==> config.mk <==
export PLATFORM = sky130hd
export DESIGN_NAME = flash_host_ctrl
export DESIGN_NICKNAME = d
export VERILOG_FILES = /design/src/logic/flash_host_pkg.sv /design/src/logic/flash_host_ctrl.sv
export SDC_FILE = /design/constraint.sdc
export NUM_CORES = 1
export LEC_CHECK = 0
export ABC_AREA = 1
export BUFFER_PORTS_ARGS = -buffer_cell sky130_fd_sc_hd__buf_4
export CAP_MARGIN = 15
export CORE_ASPECT_RATIO = 0.9
export CORE_MARGIN = 2
export CORE_UTILIZATION = 47
export CTS_BUF_LIST = sky130_fd_sc_hd__clkbuf_4
export DETAILED_ROUTE_END_ITERATION = 10
export PLACE_DENSITY = 0.75
export SKIP_CTS_REPAIR_TIMING = 1
export SLEW_MARGIN = 20
export SYNTH_ARGS = -nofsm -noshare
export SYNTH_HDL_FRONTEND = slang
export SYNTH_SLANG_ARGS = --single-unit
==> constraint.sdc <==
create_clock -name sys_clk -period 2.2 [get_ports sys_clk]
set_input_delay 0.33 -clock sys_clk [delete_from_list [all_inputs] [get_ports sys_clk]]
set_output_delay 0.33 -clock sys_clk [all_outputs]
set_load 0.02 [all_outputs]
==> src/logic/flash_host_pkg.sv <==
package flash_host_pkg;

	// Operations the user side may request
	localparam logic [2:0] OP_READ_ARRAY = 3'h0;	// Array read at op_addr
	localparam logic [2:0] OP_IDENT      = 3'h1;	// Identifier read, op_addr[0] picks code
	localparam logic [2:0] OP_STATUS     = 3'h2;	// One status read
	localparam logic [2:0] OP_CLEAR      = 3'h3;	// Clear the failure bits
	localparam logic [2:0] OP_PROGRAM    = 3'h4;	// Program op_data at op_addr, then poll
	localparam logic [2:0] OP_ERASE      = 3'h5;	// Erase the block holding op_addr, then poll
	localparam logic [2:0] OP_SUSPEND    = 3'h6;	// Suspend erase, then poll until ready
	localparam logic [2:0] OP_RESUME     = 3'h7;	// Resume a suspended erase

	// Command codes written on the low data byte
	localparam logic [7:0] CMD_READ_ARRAY  = 8'hFF;
	localparam logic [7:0] CMD_IDENT       = 8'h90;
	localparam logic [7:0] CMD_READ_STATUS = 8'h70;
	localparam logic [7:0] CMD_CLEAR       = 8'h50;
	localparam logic [7:0] CMD_PROG_SETUP  = 8'h40;
	localparam logic [7:0] CMD_ALT_SETUP   = 8'h10;
	localparam logic [7:0] CMD_ERASE_SETUP = 8'h20;
	localparam logic [7:0] CMD_CONFIRM     = 8'hD0;
	localparam logic [7:0] CMD_SUSPEND     = 8'hB0;

	// Fields of operation_status
	localparam int         SR_READY_BIT     = 7;
	localparam int         SR_SUSPENDED_BIT = 6;
	localparam int         SR_ERASE_FAIL    = 5;
	localparam int         SR_PROG_FAIL     = 4;
	localparam int         SR_VOLT_LOW      = 3;
	localparam logic [7:0] SR_USED_MASK     = 8'hF8;
	localparam logic [7:0] UPPER_BYTE_IDLE  = 8'h00;

	// Sequence phases
	localparam logic [1:0] PH_CMD    = 2'h0;
	localparam logic [1:0] PH_SECOND = 2'h1;
	localparam logic [1:0] PH_POLL   = 2'h2;

	// Bus timing, in ns, and the cycle counts derived from the clock
	localparam int         CLK_PERIOD_NS = 20;
	localparam int         T_WE_LOW_NS   = 50;
	localparam int         T_RECOVER_NS  = 30;
	localparam int         T_ACCESS_NS   = 120;
	localparam logic [3:0] WE_LOW_CYC    = 4'((T_WE_LOW_NS + CLK_PERIOD_NS - 1) / CLK_PERIOD_NS);
	localparam logic [3:0] RECOVER_CYC   = 4'((T_RECOVER_NS + CLK_PERIOD_NS - 1) / CLK_PERIOD_NS);
	localparam logic [3:0] ACCESS_CYC    = 4'((T_ACCESS_NS + CLK_PERIOD_NS - 1) / CLK_PERIOD_NS);

	// Bus engine states
	typedef enum logic [4:0] {
		ST_IDLE    = 5'b00001,
		ST_WR_LOW  = 5'b00010,
		ST_WR_HIGH = 5'b00100,
		ST_RD_LOW  = 5'b01000,
		ST_RD_HIGH = 5'b10000
	} state_t;

endpackage : flash_host_pkg

==> src/logic/flash_host_ctrl.sv <==
`timescale 1ns/100ps
// Notes on behaviour
// - After 90, address bit zero picks code
// - Write 70, then reads return status
// - Second program write carries location and value
// - Erase is 20 then D0 inside block
// - Upper data byte ignored, still driven valid
// - Status bits two to zero are reserved
module flash_host_ctrl #(
	parameter int ADDR_WIDTH = 17,
	parameter int DATA_WIDTH = 16
) (
	// Clock and reset
	input  wire logic                  sys_clk,
	input  wire logic                  reset,
	// User request
	input  wire logic                  op_start,
	input  wire logic [2:0]            op_code,
	input  wire logic [ADDR_WIDTH-1:0] op_addr,
	input  wire logic [DATA_WIDTH-1:0] op_data,
	// User answer
	output logic                       op_busy,
	output logic                       op_done,
	output logic                       op_error,
	output logic [DATA_WIDTH-1:0]      rd_data,
	output logic [7:0]                 status_value,
	// Flash pins
	output logic [ADDR_WIDTH-1:0]      flash_addr,
	output logic [DATA_WIDTH-1:0]      flash_dq_out,
	output logic                       flash_dq_oe,
	input  wire logic [DATA_WIDTH-1:0] flash_dq_in,
	output logic                       flash_ce_n,
	output logic                       flash_oe_n,
	output logic                       flash_we_n
);
	import flash_host_pkg::*;

	state_t                  state_reg;	// Bus engine state
	logic [3:0]              timer_reg;	// Cycles left in the current phase
	logic [1:0]              phase_reg;	// Which write of the sequence ran last
	logic [2:0]              op_reg;	// Latched operation
	logic [ADDR_WIDTH-1:0]   op_addr_reg;	// Latched location
	logic [DATA_WIDTH-1:0]   op_data_reg;	// Latched program value
	logic                    op_busy_reg;
	logic                    op_done_reg;
	logic                    op_error_reg;
	logic [DATA_WIDTH-1:0]   rd_data_reg;
	logic [7:0]              status_reg;
	logic [ADDR_WIDTH-1:0]   flash_addr_reg;
	logic [DATA_WIDTH-1:0]   flash_dq_out_reg;
	logic                    flash_dq_oe_reg;
	logic                    flash_ce_n_reg;
	logic                    flash_oe_n_reg;
	logic                    flash_we_n_reg;

	// First command byte of each operation; program uses the main setup code
	wire logic [7:0] cmd_code =
		(op_reg == OP_READ_ARRAY) ? CMD_READ_ARRAY :
		(op_reg == OP_IDENT)      ? CMD_IDENT :
		(op_reg == OP_STATUS)     ? CMD_READ_STATUS :
		(op_reg == OP_CLEAR)      ? CMD_CLEAR :
		(op_reg == OP_PROGRAM)    ? CMD_PROG_SETUP :
		(op_reg == OP_ERASE)      ? CMD_ERASE_SETUP :
		(op_reg == OP_SUSPEND)    ? CMD_SUSPEND : CMD_CONFIRM;

	// Upper byte held at a fixed level during commands to keep current low
	wire logic [DATA_WIDTH-1:0] cmd_word = {UPPER_BYTE_IDLE, cmd_code};
	wire logic [DATA_WIDTH-1:0] poll_word = {UPPER_BYTE_IDLE, CMD_READ_STATUS};
	// Second write: program value, or erase confirm at the same block
	wire logic [DATA_WIDTH-1:0] second_word = (op_reg == OP_PROGRAM) ? op_data_reg :
		{UPPER_BYTE_IDLE, CMD_CONFIRM};

	// Identifier reads drive only address bit zero; the rest stay low
	wire logic [ADDR_WIDTH-1:0] read_addr = (op_reg == OP_IDENT) ?
		{{(ADDR_WIDTH-1){1'b0}}, op_addr_reg[0]} : op_addr_reg;

	// What follows a finished write
	wire logic is_read_op = (op_reg == OP_READ_ARRAY) || (op_reg == OP_IDENT) ||
		(op_reg == OP_STATUS);
	wire logic is_two_write = (op_reg == OP_PROGRAM) || (op_reg == OP_ERASE);
	wire logic go_read = (phase_reg == PH_POLL) || ((phase_reg == PH_CMD) && is_read_op);
	wire logic go_second = (phase_reg == PH_CMD) && is_two_write;
	wire logic go_poll = (phase_reg == PH_SECOND) ||
		((phase_reg == PH_CMD) && (op_reg == OP_SUSPEND));

	// Polling ends once the sequencer reports ready; bit six rides along for suspend
	wire logic seq_ready = rd_data_reg[SR_READY_BIT];
	wire logic [7:0] status_seen = flash_dq_in[7:0] & SR_USED_MASK;
	wire logic status_read = (phase_reg == PH_POLL) || (op_reg == OP_STATUS);
	// Any of the sticky failure bits; they hold every failure since the last clear
	wire logic fail_seen = rd_data_reg[SR_ERASE_FAIL] | rd_data_reg[SR_PROG_FAIL] |
		rd_data_reg[SR_VOLT_LOW];
	wire logic timer_zero = (timer_reg == 4'h0);

	// Bus engine: each bus cycle is a timed low phase then a recovery phase
	always_ff @(posedge sys_clk) begin
		op_done_reg <= 1'b0;
		if (reset) begin
			state_reg        <= ST_IDLE;
			timer_reg        <= 4'h0;
			phase_reg        <= PH_CMD;
			op_reg           <= OP_READ_ARRAY;
			op_addr_reg      <= '0;
			op_data_reg      <= '0;
			op_busy_reg      <= 1'b0;
			op_error_reg     <= 1'b0;
			rd_data_reg      <= '0;
			status_reg       <= 8'h00;
			flash_addr_reg   <= '0;
			flash_dq_out_reg <= '0;
			flash_dq_oe_reg  <= 1'b0;
			flash_ce_n_reg   <= 1'b1;
			flash_oe_n_reg   <= 1'b1;
			flash_we_n_reg   <= 1'b1;
		end else begin
			case (state_reg)
				ST_IDLE: begin
					// Latch the request and start the command write
					if (op_start) begin
						op_reg           <= op_code;
						op_addr_reg      <= op_addr;
						op_data_reg      <= op_data;
						op_busy_reg      <= 1'b1;
						phase_reg        <= PH_CMD;
						state_reg        <= ST_WR_LOW;
						timer_reg        <= WE_LOW_CYC - 4'h1;
						flash_addr_reg   <= op_addr;
						flash_dq_out_reg <= {UPPER_BYTE_IDLE, 8'h00};
						flash_dq_oe_reg  <= 1'b1;
						flash_ce_n_reg   <= 1'b0;
						flash_we_n_reg   <= 1'b0;
					end
				end
				ST_WR_LOW: begin
					// Data must be on the pins while the write strobe is low
					if (phase_reg == PH_CMD && timer_reg == WE_LOW_CYC - 4'h1)
						flash_dq_out_reg <= cmd_word;
					if (timer_zero) begin
						flash_we_n_reg <= 1'b1;
						flash_ce_n_reg <= 1'b1;
						timer_reg      <= RECOVER_CYC - 4'h1;
						state_reg      <= ST_WR_HIGH;
					end else begin
						timer_reg <= timer_reg - 4'h1;
					end
				end
				ST_WR_HIGH: begin
					// Data held through recovery, then choose the next bus cycle
					if (!timer_zero) begin
						timer_reg <= timer_reg - 4'h1;
					end else if (go_second || go_poll) begin
						phase_reg        <= go_second ? PH_SECOND : PH_POLL;
						flash_dq_out_reg <= go_second ? second_word : poll_word;
						flash_addr_reg   <= op_addr_reg;
						flash_ce_n_reg   <= 1'b0;
						flash_we_n_reg   <= 1'b0;
						timer_reg        <= WE_LOW_CYC - 4'h1;
						state_reg        <= ST_WR_LOW;
					end else if (go_read) begin
						flash_dq_oe_reg <= 1'b0;
						flash_addr_reg  <= read_addr;
						flash_ce_n_reg  <= 1'b0;
						flash_oe_n_reg  <= 1'b0;
						timer_reg       <= ACCESS_CYC - 4'h1;
						state_reg       <= ST_RD_LOW;
					end else begin
						flash_dq_oe_reg <= 1'b0;
						op_busy_reg     <= 1'b0;
						op_done_reg     <= 1'b1;
						op_error_reg    <= 1'b0;
						state_reg       <= ST_IDLE;
					end
				end
				ST_RD_LOW: begin
					// Sample at the end of the access time, then release the bus
					if (timer_zero) begin
						rd_data_reg    <= flash_dq_in;
						if (status_read)
							status_reg <= status_seen;
						flash_oe_n_reg <= 1'b1;
						flash_ce_n_reg <= 1'b1;
						timer_reg      <= RECOVER_CYC - 4'h1;
						state_reg      <= ST_RD_HIGH;
					end else begin
						timer_reg <= timer_reg - 4'h1;
					end
				end
				ST_RD_HIGH: begin
					// Status is latched per strobe, so busy polls toggle OE again
					if (!timer_zero) begin
						timer_reg <= timer_reg - 4'h1;
					end else if (phase_reg == PH_POLL && !seq_ready) begin
						flash_ce_n_reg <= 1'b0;
						flash_oe_n_reg <= 1'b0;
						timer_reg      <= ACCESS_CYC - 4'h1;
						state_reg      <= ST_RD_LOW;
					end else begin
						op_busy_reg  <= 1'b0;
						op_done_reg  <= 1'b1;
						op_error_reg <= status_read && fail_seen;
						state_reg    <= ST_IDLE;
					end
				end
				default: begin
					state_reg <= ST_IDLE;
				end
			endcase
		end
	end

	assign op_busy      = op_busy_reg;
	assign op_done      = op_done_reg;
	assign op_error     = op_error_reg;
	assign rd_data      = rd_data_reg;
	assign status_value = status_reg;
	assign flash_addr   = flash_addr_reg;
	assign flash_dq_out = flash_dq_out_reg;
	assign flash_dq_oe  = flash_dq_oe_reg;
	assign flash_ce_n   = flash_ce_n_reg;
	assign flash_oe_n   = flash_oe_n_reg;
	assign flash_we_n   = flash_we_n_reg;

	// Checks on the pin sequences and the user-side results
	property p_we_needs_ce;
		@(posedge sys_clk) disable iff (reset)
		!flash_we_n |-> (!flash_ce_n && flash_dq_oe && flash_oe_n);
	endproperty
	a_we_needs_ce: assert property (p_we_needs_ce) else $error("write strobe without select");

	property p_cmd_upper_byte;
		@(posedge sys_clk) disable iff (reset)
		(!flash_we_n && (phase_reg != PH_SECOND)) |-> ##1 (flash_we_n || flash_dq_out[15:8] == 8'h00);
	endproperty
	a_cmd_upper_byte: assert property (p_cmd_upper_byte) else $error("upper byte not low");

	property p_we_width;
		@(posedge sys_clk) disable iff (reset)
		$fell(flash_we_n) |-> !flash_we_n [*3] ##1 flash_we_n;
	endproperty
	a_we_width: assert property (p_we_width) else $error("write strobe width wrong");

	property p_oe_width;
		@(posedge sys_clk) disable iff (reset)
		$fell(flash_oe_n) |-> (!flash_oe_n && !flash_dq_oe) [*6] ##1 flash_oe_n;
	endproperty
	a_oe_width: assert property (p_oe_width) else $error("read strobe width wrong");

	property p_ident_addr;
		@(posedge sys_clk) disable iff (reset)
		(!flash_oe_n && op_reg == OP_IDENT) |-> flash_addr[ADDR_WIDTH-1:1] == '0;
	endproperty
	a_ident_addr: assert property (p_ident_addr) else $error("identifier address not clean");

	property p_program_second;
		@(posedge sys_clk) disable iff (reset)
		($fell(flash_we_n) && phase_reg == PH_SECOND && op_reg == OP_PROGRAM)
			|-> (flash_dq_out == op_data_reg && flash_addr == op_addr_reg);
	endproperty
	a_program_second: assert property (p_program_second) else $error("program value wrong");

	property p_erase_confirm;
		@(posedge sys_clk) disable iff (reset)
		($fell(flash_we_n) && phase_reg == PH_SECOND && op_reg == OP_ERASE)
			|-> (flash_dq_out[7:0] == CMD_CONFIRM && flash_addr == op_addr_reg);
	endproperty
	a_erase_confirm: assert property (p_erase_confirm) else $error("erase confirm wrong");

	property p_status_masked;
		@(posedge sys_clk) disable iff (reset)
		op_done |-> (status_value[2:0] == 3'h0 && !op_busy) ##1 !op_done;
	endproperty
	a_status_masked: assert property (p_status_masked) else $error("reserved bits shown");

	property p_poll_until_ready;
		@(posedge sys_clk) disable iff (reset)
		(op_done && (op_reg == OP_PROGRAM || op_reg == OP_ERASE)) |-> status_value[7];
	endproperty
	a_poll_until_ready: assert property (p_poll_until_ready) else $error("done before ready");

endmodule : flash_host_ctrl

---- Word-level counts from Yosys, hierarchy flattened ----
Index checks and enable logic that the tools add are counted.
operators by class
  add/sub/neg operators ................... 1
  equal/unequal tests ..................... 30
  muxes and demuxes ....................... 75
  bitwise gates (word level) .............. 2
  reduce and logical (&&, ||, !) cells .... 38
operators by type and width
  kind                  number
  $mux W16              6
  $mux W17              5
  $mux W8               6
  $pmux W16 S3          1
  $mux W4               10
  $pmux W17 S2          1
  $mux W1               26
  $mux W5               5
  $pmux W5 S5           1
  $ne A2 B2 Y1 const B  12
  $reduce_and A7 Y1     3
  $pmux W4 S4           1
  $reduce_and A4 Y1     4
  $reduce_and A5 Y1     3
  $eq A3 B3 Y1 const B  3
  $pmux W1 S3           3
  $reduce_bool A3 Y1    3
  $mux W2               4
  $logic_or A1 B1 Y1    7
  $mux W7               1
  $eq A3 B2 Y1 const B  2
  $logic_and A1 B1 Y1   6
  $ne A3 B3 Y1 const B  2
  $pmux W1 S2           3
  25 further kinds      28
storage, ports and cells
  register bits after elaboration ......... 108
  logic and storage cells ................. 163

---- Depth between registers and ports, before layout ----
  depth in word-level cells ............... 10
  mapped depth ............................ 11
  depth with buffers taken out ............ 11

---- Least setup slack after synthesis ----
No wires, ideal clock.
  path type ............................... reg2reg
  start point ............................. register timer_reg[0]
  end point ............................... register flash_addr_reg[10], in the netlist flash_addr[10]
  data arrival time ....................... 1.488 ns
  slack ................................... 0.599 ns
  cell stages (with the launch flop) ...... 11
  period minus slack after synthesis ...... 1.601 ns
  cell sequence ........................... dfxtp_1 > inv_1 > ha_1 > nand2_2 > nand2_1 > nand3_2 > nor2_4 > inv_4 > buf_6 > nor2_1 > nor2_1
on the way
  longest elaborated chain between the ends .. 3
ends and longest elaborated chain
  what                                RTL line                text
  start: declaration                  flash_host_ctrl.sv:39   logic [3:0] timer_reg;
  start signal: assignment            flash_host_ctrl.sv:126  timer_reg <= WE_LOW_CYC - 4'h1;
  start signal: assignment            flash_host_ctrl.sv:141  timer_reg <= RECOVER_CYC - 4'h1;
  start signal: assignment            flash_host_ctrl.sv:144  timer_reg <= timer_reg - 4'h1;
  $logic_not A4 Y1                    flash_host_ctrl.sv:93   wire logic timer_zero = (timer_reg == 4'h0);
  $ne A2 B2 Y1 (no source line)       --
  $reduce_and A4 Y1 (no source line)  --
  end signal: assignment              flash_host_ctrl.sv:127  flash_addr_reg <= op_addr;
  end signal: assignment              flash_host_ctrl.sv:154  flash_addr_reg <= op_addr_reg;
  end signal: assignment              flash_host_ctrl.sv:161  flash_addr_reg <= read_addr;
  end: declaration                    flash_host_ctrl.sv:49   logic [ADDR_WIDTH-1:0] flash_addr_reg;
No other way between the ends.
A chain may end at the register's enable or synchronous reset.

---- Worst setup path in the final report ----
  start point ............................. register timer_reg[0]
  end point ............................... register flash_dq_out_reg[7], in the netlist flash_dq_out[7]
on the way
  longest elaborated chain between the ends .. 4
  elaborated cells on any way between the ends .. 6
  those cells by class .................... eq/ne: 3; reduce/logical: 3
ends and longest elaborated chain
  what                                  RTL line                text
  $eq A4 B2 Y1                          flash_host_ctrl.sv:136  if (phase_reg == PH_CMD && timer_reg == WE_LOW_CYC - 4'h1)
  $logic_and A1 B1 Y1                   flash_host_ctrl.sv:136
  $ne A2 B2 Y1 (no source line)         --
  $reduce_and A5 Y1 (no source line) *  --
  end signal: assignment                flash_host_ctrl.sv:128  flash_dq_out_reg <= {UPPER_BYTE_IDLE, 8'h00};
  end signal: assignment                flash_host_ctrl.sv:137  flash_dq_out_reg <= cmd_word;
  end signal: assignment                flash_host_ctrl.sv:153  flash_dq_out_reg <= go_second ? second_word : poll_word;
  end: declaration                      flash_host_ctrl.sv:50   logic [DATA_WIDTH-1:0] flash_dq_out_reg;
Every way passes the cells marked *; elsewhere a longest branch is shown, timed or not.

==> flow_summary.ini <==
[yosys]
synth_cell_types = 33
ys.flop_type = dfxtp_1
mappedNetlistArea_um2 = 4840
synth_compound_area_share_pct = 12.9
ys_seq_area_share_pct = 44.7
synth_edf_count = 0
ys_ff_latch = 108
syn_avg_cell_area_um2 = 6.94
synth_top_family_by_area = simple AND/OR/NAND/NOR gates
ys_async_sr_fraction_pct = 0
synthAdderAreaFrac_pct = 0.776
syn_inst = 697
yosys_warnings = 0
synth-xor-area-share_pct = 0.181
yosys.area_share.simple_pct = 34.0
synth.area.mux_share_pct = 0

[layout]
syn2layout_area_growth_pct = 21.9
diodes = 0
drive_above_1_share_pct = 21.3
nets = 856

[clock_network]
cts-htree-levels = 3
insertion_delay_ps = 460
clk_pin_slew_ps = 160
cts_num_sinks = 108
cts_root_buffer = clkbuf_4
cts_max_path_buffers = 2
tritoncts = yes
cts_made_buffers = 9

[route]
ant_nets = 0
first_pass_iters = 5
drc = 0
viasPerCell = 5.22
drt_iter0_drc = 296
wirelength_mm = 12.2
avgRoutedWirePerCell_um = 13.1
num_vias = 4863

[power_and_ir_drop]
peakVddDrop_uv = 693
power_per_cell_area_nw_per_um2 = 1020
clockPowerShare_pct = 15.0
internal_power_mw = 3.52
cellLeakagePower_nw = 2.73
p_comb_share_pct = 42.4
p_sw_mw = 2.50
pwr-share-seq_pct = 42.6
power_mw = 6.02
switching_share_pct = 41.5

[global_routing]
grt_pass1_vias = 4351
globalRoute.totalOverflow = 0
grt_usage_pct = 21.6
grt_max_degree = 45
grt_pass1_wl_mm = 20.1
grt_antenna_before_repair = 0

[timing]
fmax_ghz = 0.513
worst_pin_slew_ps = 585
rsz0062_at_grt = false
setup_viol = 0
clock_skew_ps = 14.2
fin_crit_sh_pct = 88.6
tns_ps = 0
hold_viol_final = 0
finalMaxSlewViolations = 0
max_slew_margin_pct = 60.9
period_needed_ps = 1950

[critical_path]
cp.arrival_ps = 2320
path_class = flop to flop
cp_cell_sequence = inv_1 -> ha_1 -> nand2_2 -> nand2_1 -> nand2_2 -> nor2_2 -> nand3_1 -> nand2_1 -> nor2_1
cpPeakStageDelay_ps = 440
cp-start-kind = flop
cp-end-kind = flop
path_max_fanout = 16
required_ps = 2570
slowest_stage = nor2_2

[hold_path]
hp-class = input pin to flop

[place]
dp_hpwl_mm = 8.73
routabilityCongestion = 0.862
port_buffers = 115

[die]
core-area_um2 = 10100
rows = 35
initial_core_util_pct = 47.8
die_h_um = 100
die_area_um2 = 11100
die_w_um = 111
num_io_pins = 119

[flow_run]
maxCapViolCount = 0

[status]
status = finished clean
synth_stat cells (2+ instances only):
master / instances / share of area, %
a21oi_1: 65 / 6.7
o21ai_0: 38 / 3.9
nand3_1: 80 / 8.3
inv_1: 33 / 2.6
nand3_2: 2 / 0.41
buf_4: 5 / 0.78
nor2_4: 2 / 0.47
buf_1: 5 / 0.39
buf_2: 5 / 0.52
ha_1: 3 / 0.78
nor2_1: 128 / 9.9
dfxtp_1: 108 / 45
o31ai_1: 2 / 0.31
o21ai_1: 10 / 1.0
nand2_1: 149 / 12
buf_6: 4 / 0.93
nand2_2: 6 / 0.78
nand3b_1: 2 / 0.31
clkbuf_1: 22 / 1.7
nor2_2: 6 / 0.78
nand4_1: 6 / 0.78
inv_2: 5 / 0.39
layout make-up:
class                      count  area, um2
clock buffer                   9       67.6
clock inverter                 7       50.0
fill                         936       4220
inverter                      39        149
multi-input combinational    511       2320
sequential                   108       2160
tap                          129        161
timing repair buffer         129        981
layer usage:
layer	part of all wire [%]	vias to the layer above	wire [um]	global-route usage, %
met5	0	-	0	0
met3	8.4	18	1030	6.22
li1	-	2453	-	-
met1	44	2191	5410	28.3
met4	1.5	0	182	6.73
met2	46	201	5570	34.9
kinds of logic (layout without fill, tap and decap cells):
group / Yosys count / count (layout)
AO/OA/AOI/OAI: 120 / 120
XOR/XNOR: 1 / 1
adder cells (fa/ha/maj): 3 / 3
buffers and inverters: 80 / 184
flip-flops: 108 / 108
other: 1 / 3
AND/OR/NAND/NOR: 384 / 384
critical path: cells and delay by family, from the launching register on:
kind / cells / cell delay (ps)
and+or+nand+nor: 7 / 1180
DFF: 1 / 340
buffers and inverters: 1 / 150
adders and majority gates: 1 / 190
stage by stage:
stage / instance area [um2] / setup WS, ps / hold slack, ps / cells / utilization (%)
floorplan: 4840 / 599 / 424 / 699 / -
global placement: 5740 / 350 / 434 / 913 / 56.8
detailed placement: 5740 / 223 / 444 / 913 / 56.8
CTS: 5860 / 188 / 55.6 / 929 / 57.9
global route: 5900 / 28.3 / 25.6 / 932 / 58.3
finish: 5900 / 251 / 79.9 / 932 / 58.3
final timing paths:
kind	start	endpoint	slack (ps)	cells after the start
hold / removal	flash_dq_in[1]	rd_data[1]	80	3
setup / recovery	timer_reg[0]	flash_dq_out[7]	250	9
setup reg to reg	timer_reg[0]	flash_dq_out[7]	250	9
hold reg to reg	status_value[6]	status_value[6]	460	2
power groups by stage:
stage	clock [mW]	sequential [mW]	combinational [mW]
floorplan	0	2.87	1.49
global placement	0	2.60	2.41
detailed placement	0	2.61	2.47
CTS	0.934	2.57	2.48
global route	1.01	2.62	2.84
finish	0.905	2.57	2.55
placed cells by master (no fill, tap or decap), drive strengths merged, types with 2 or more instances in the layout:
cell	n
conb	3
nand3	82
nand2	155
o21ai	49
clkbuf	9
buf	129
nand3b	2
clkinv	3
dfxtp	108
a31oi	2
nand4	7
clkinvlp	2
inv	41
nor2	136
a21oi	65
ha	3
o31ai	2
No activity file was read; power rests on OpenSTA's default activity.
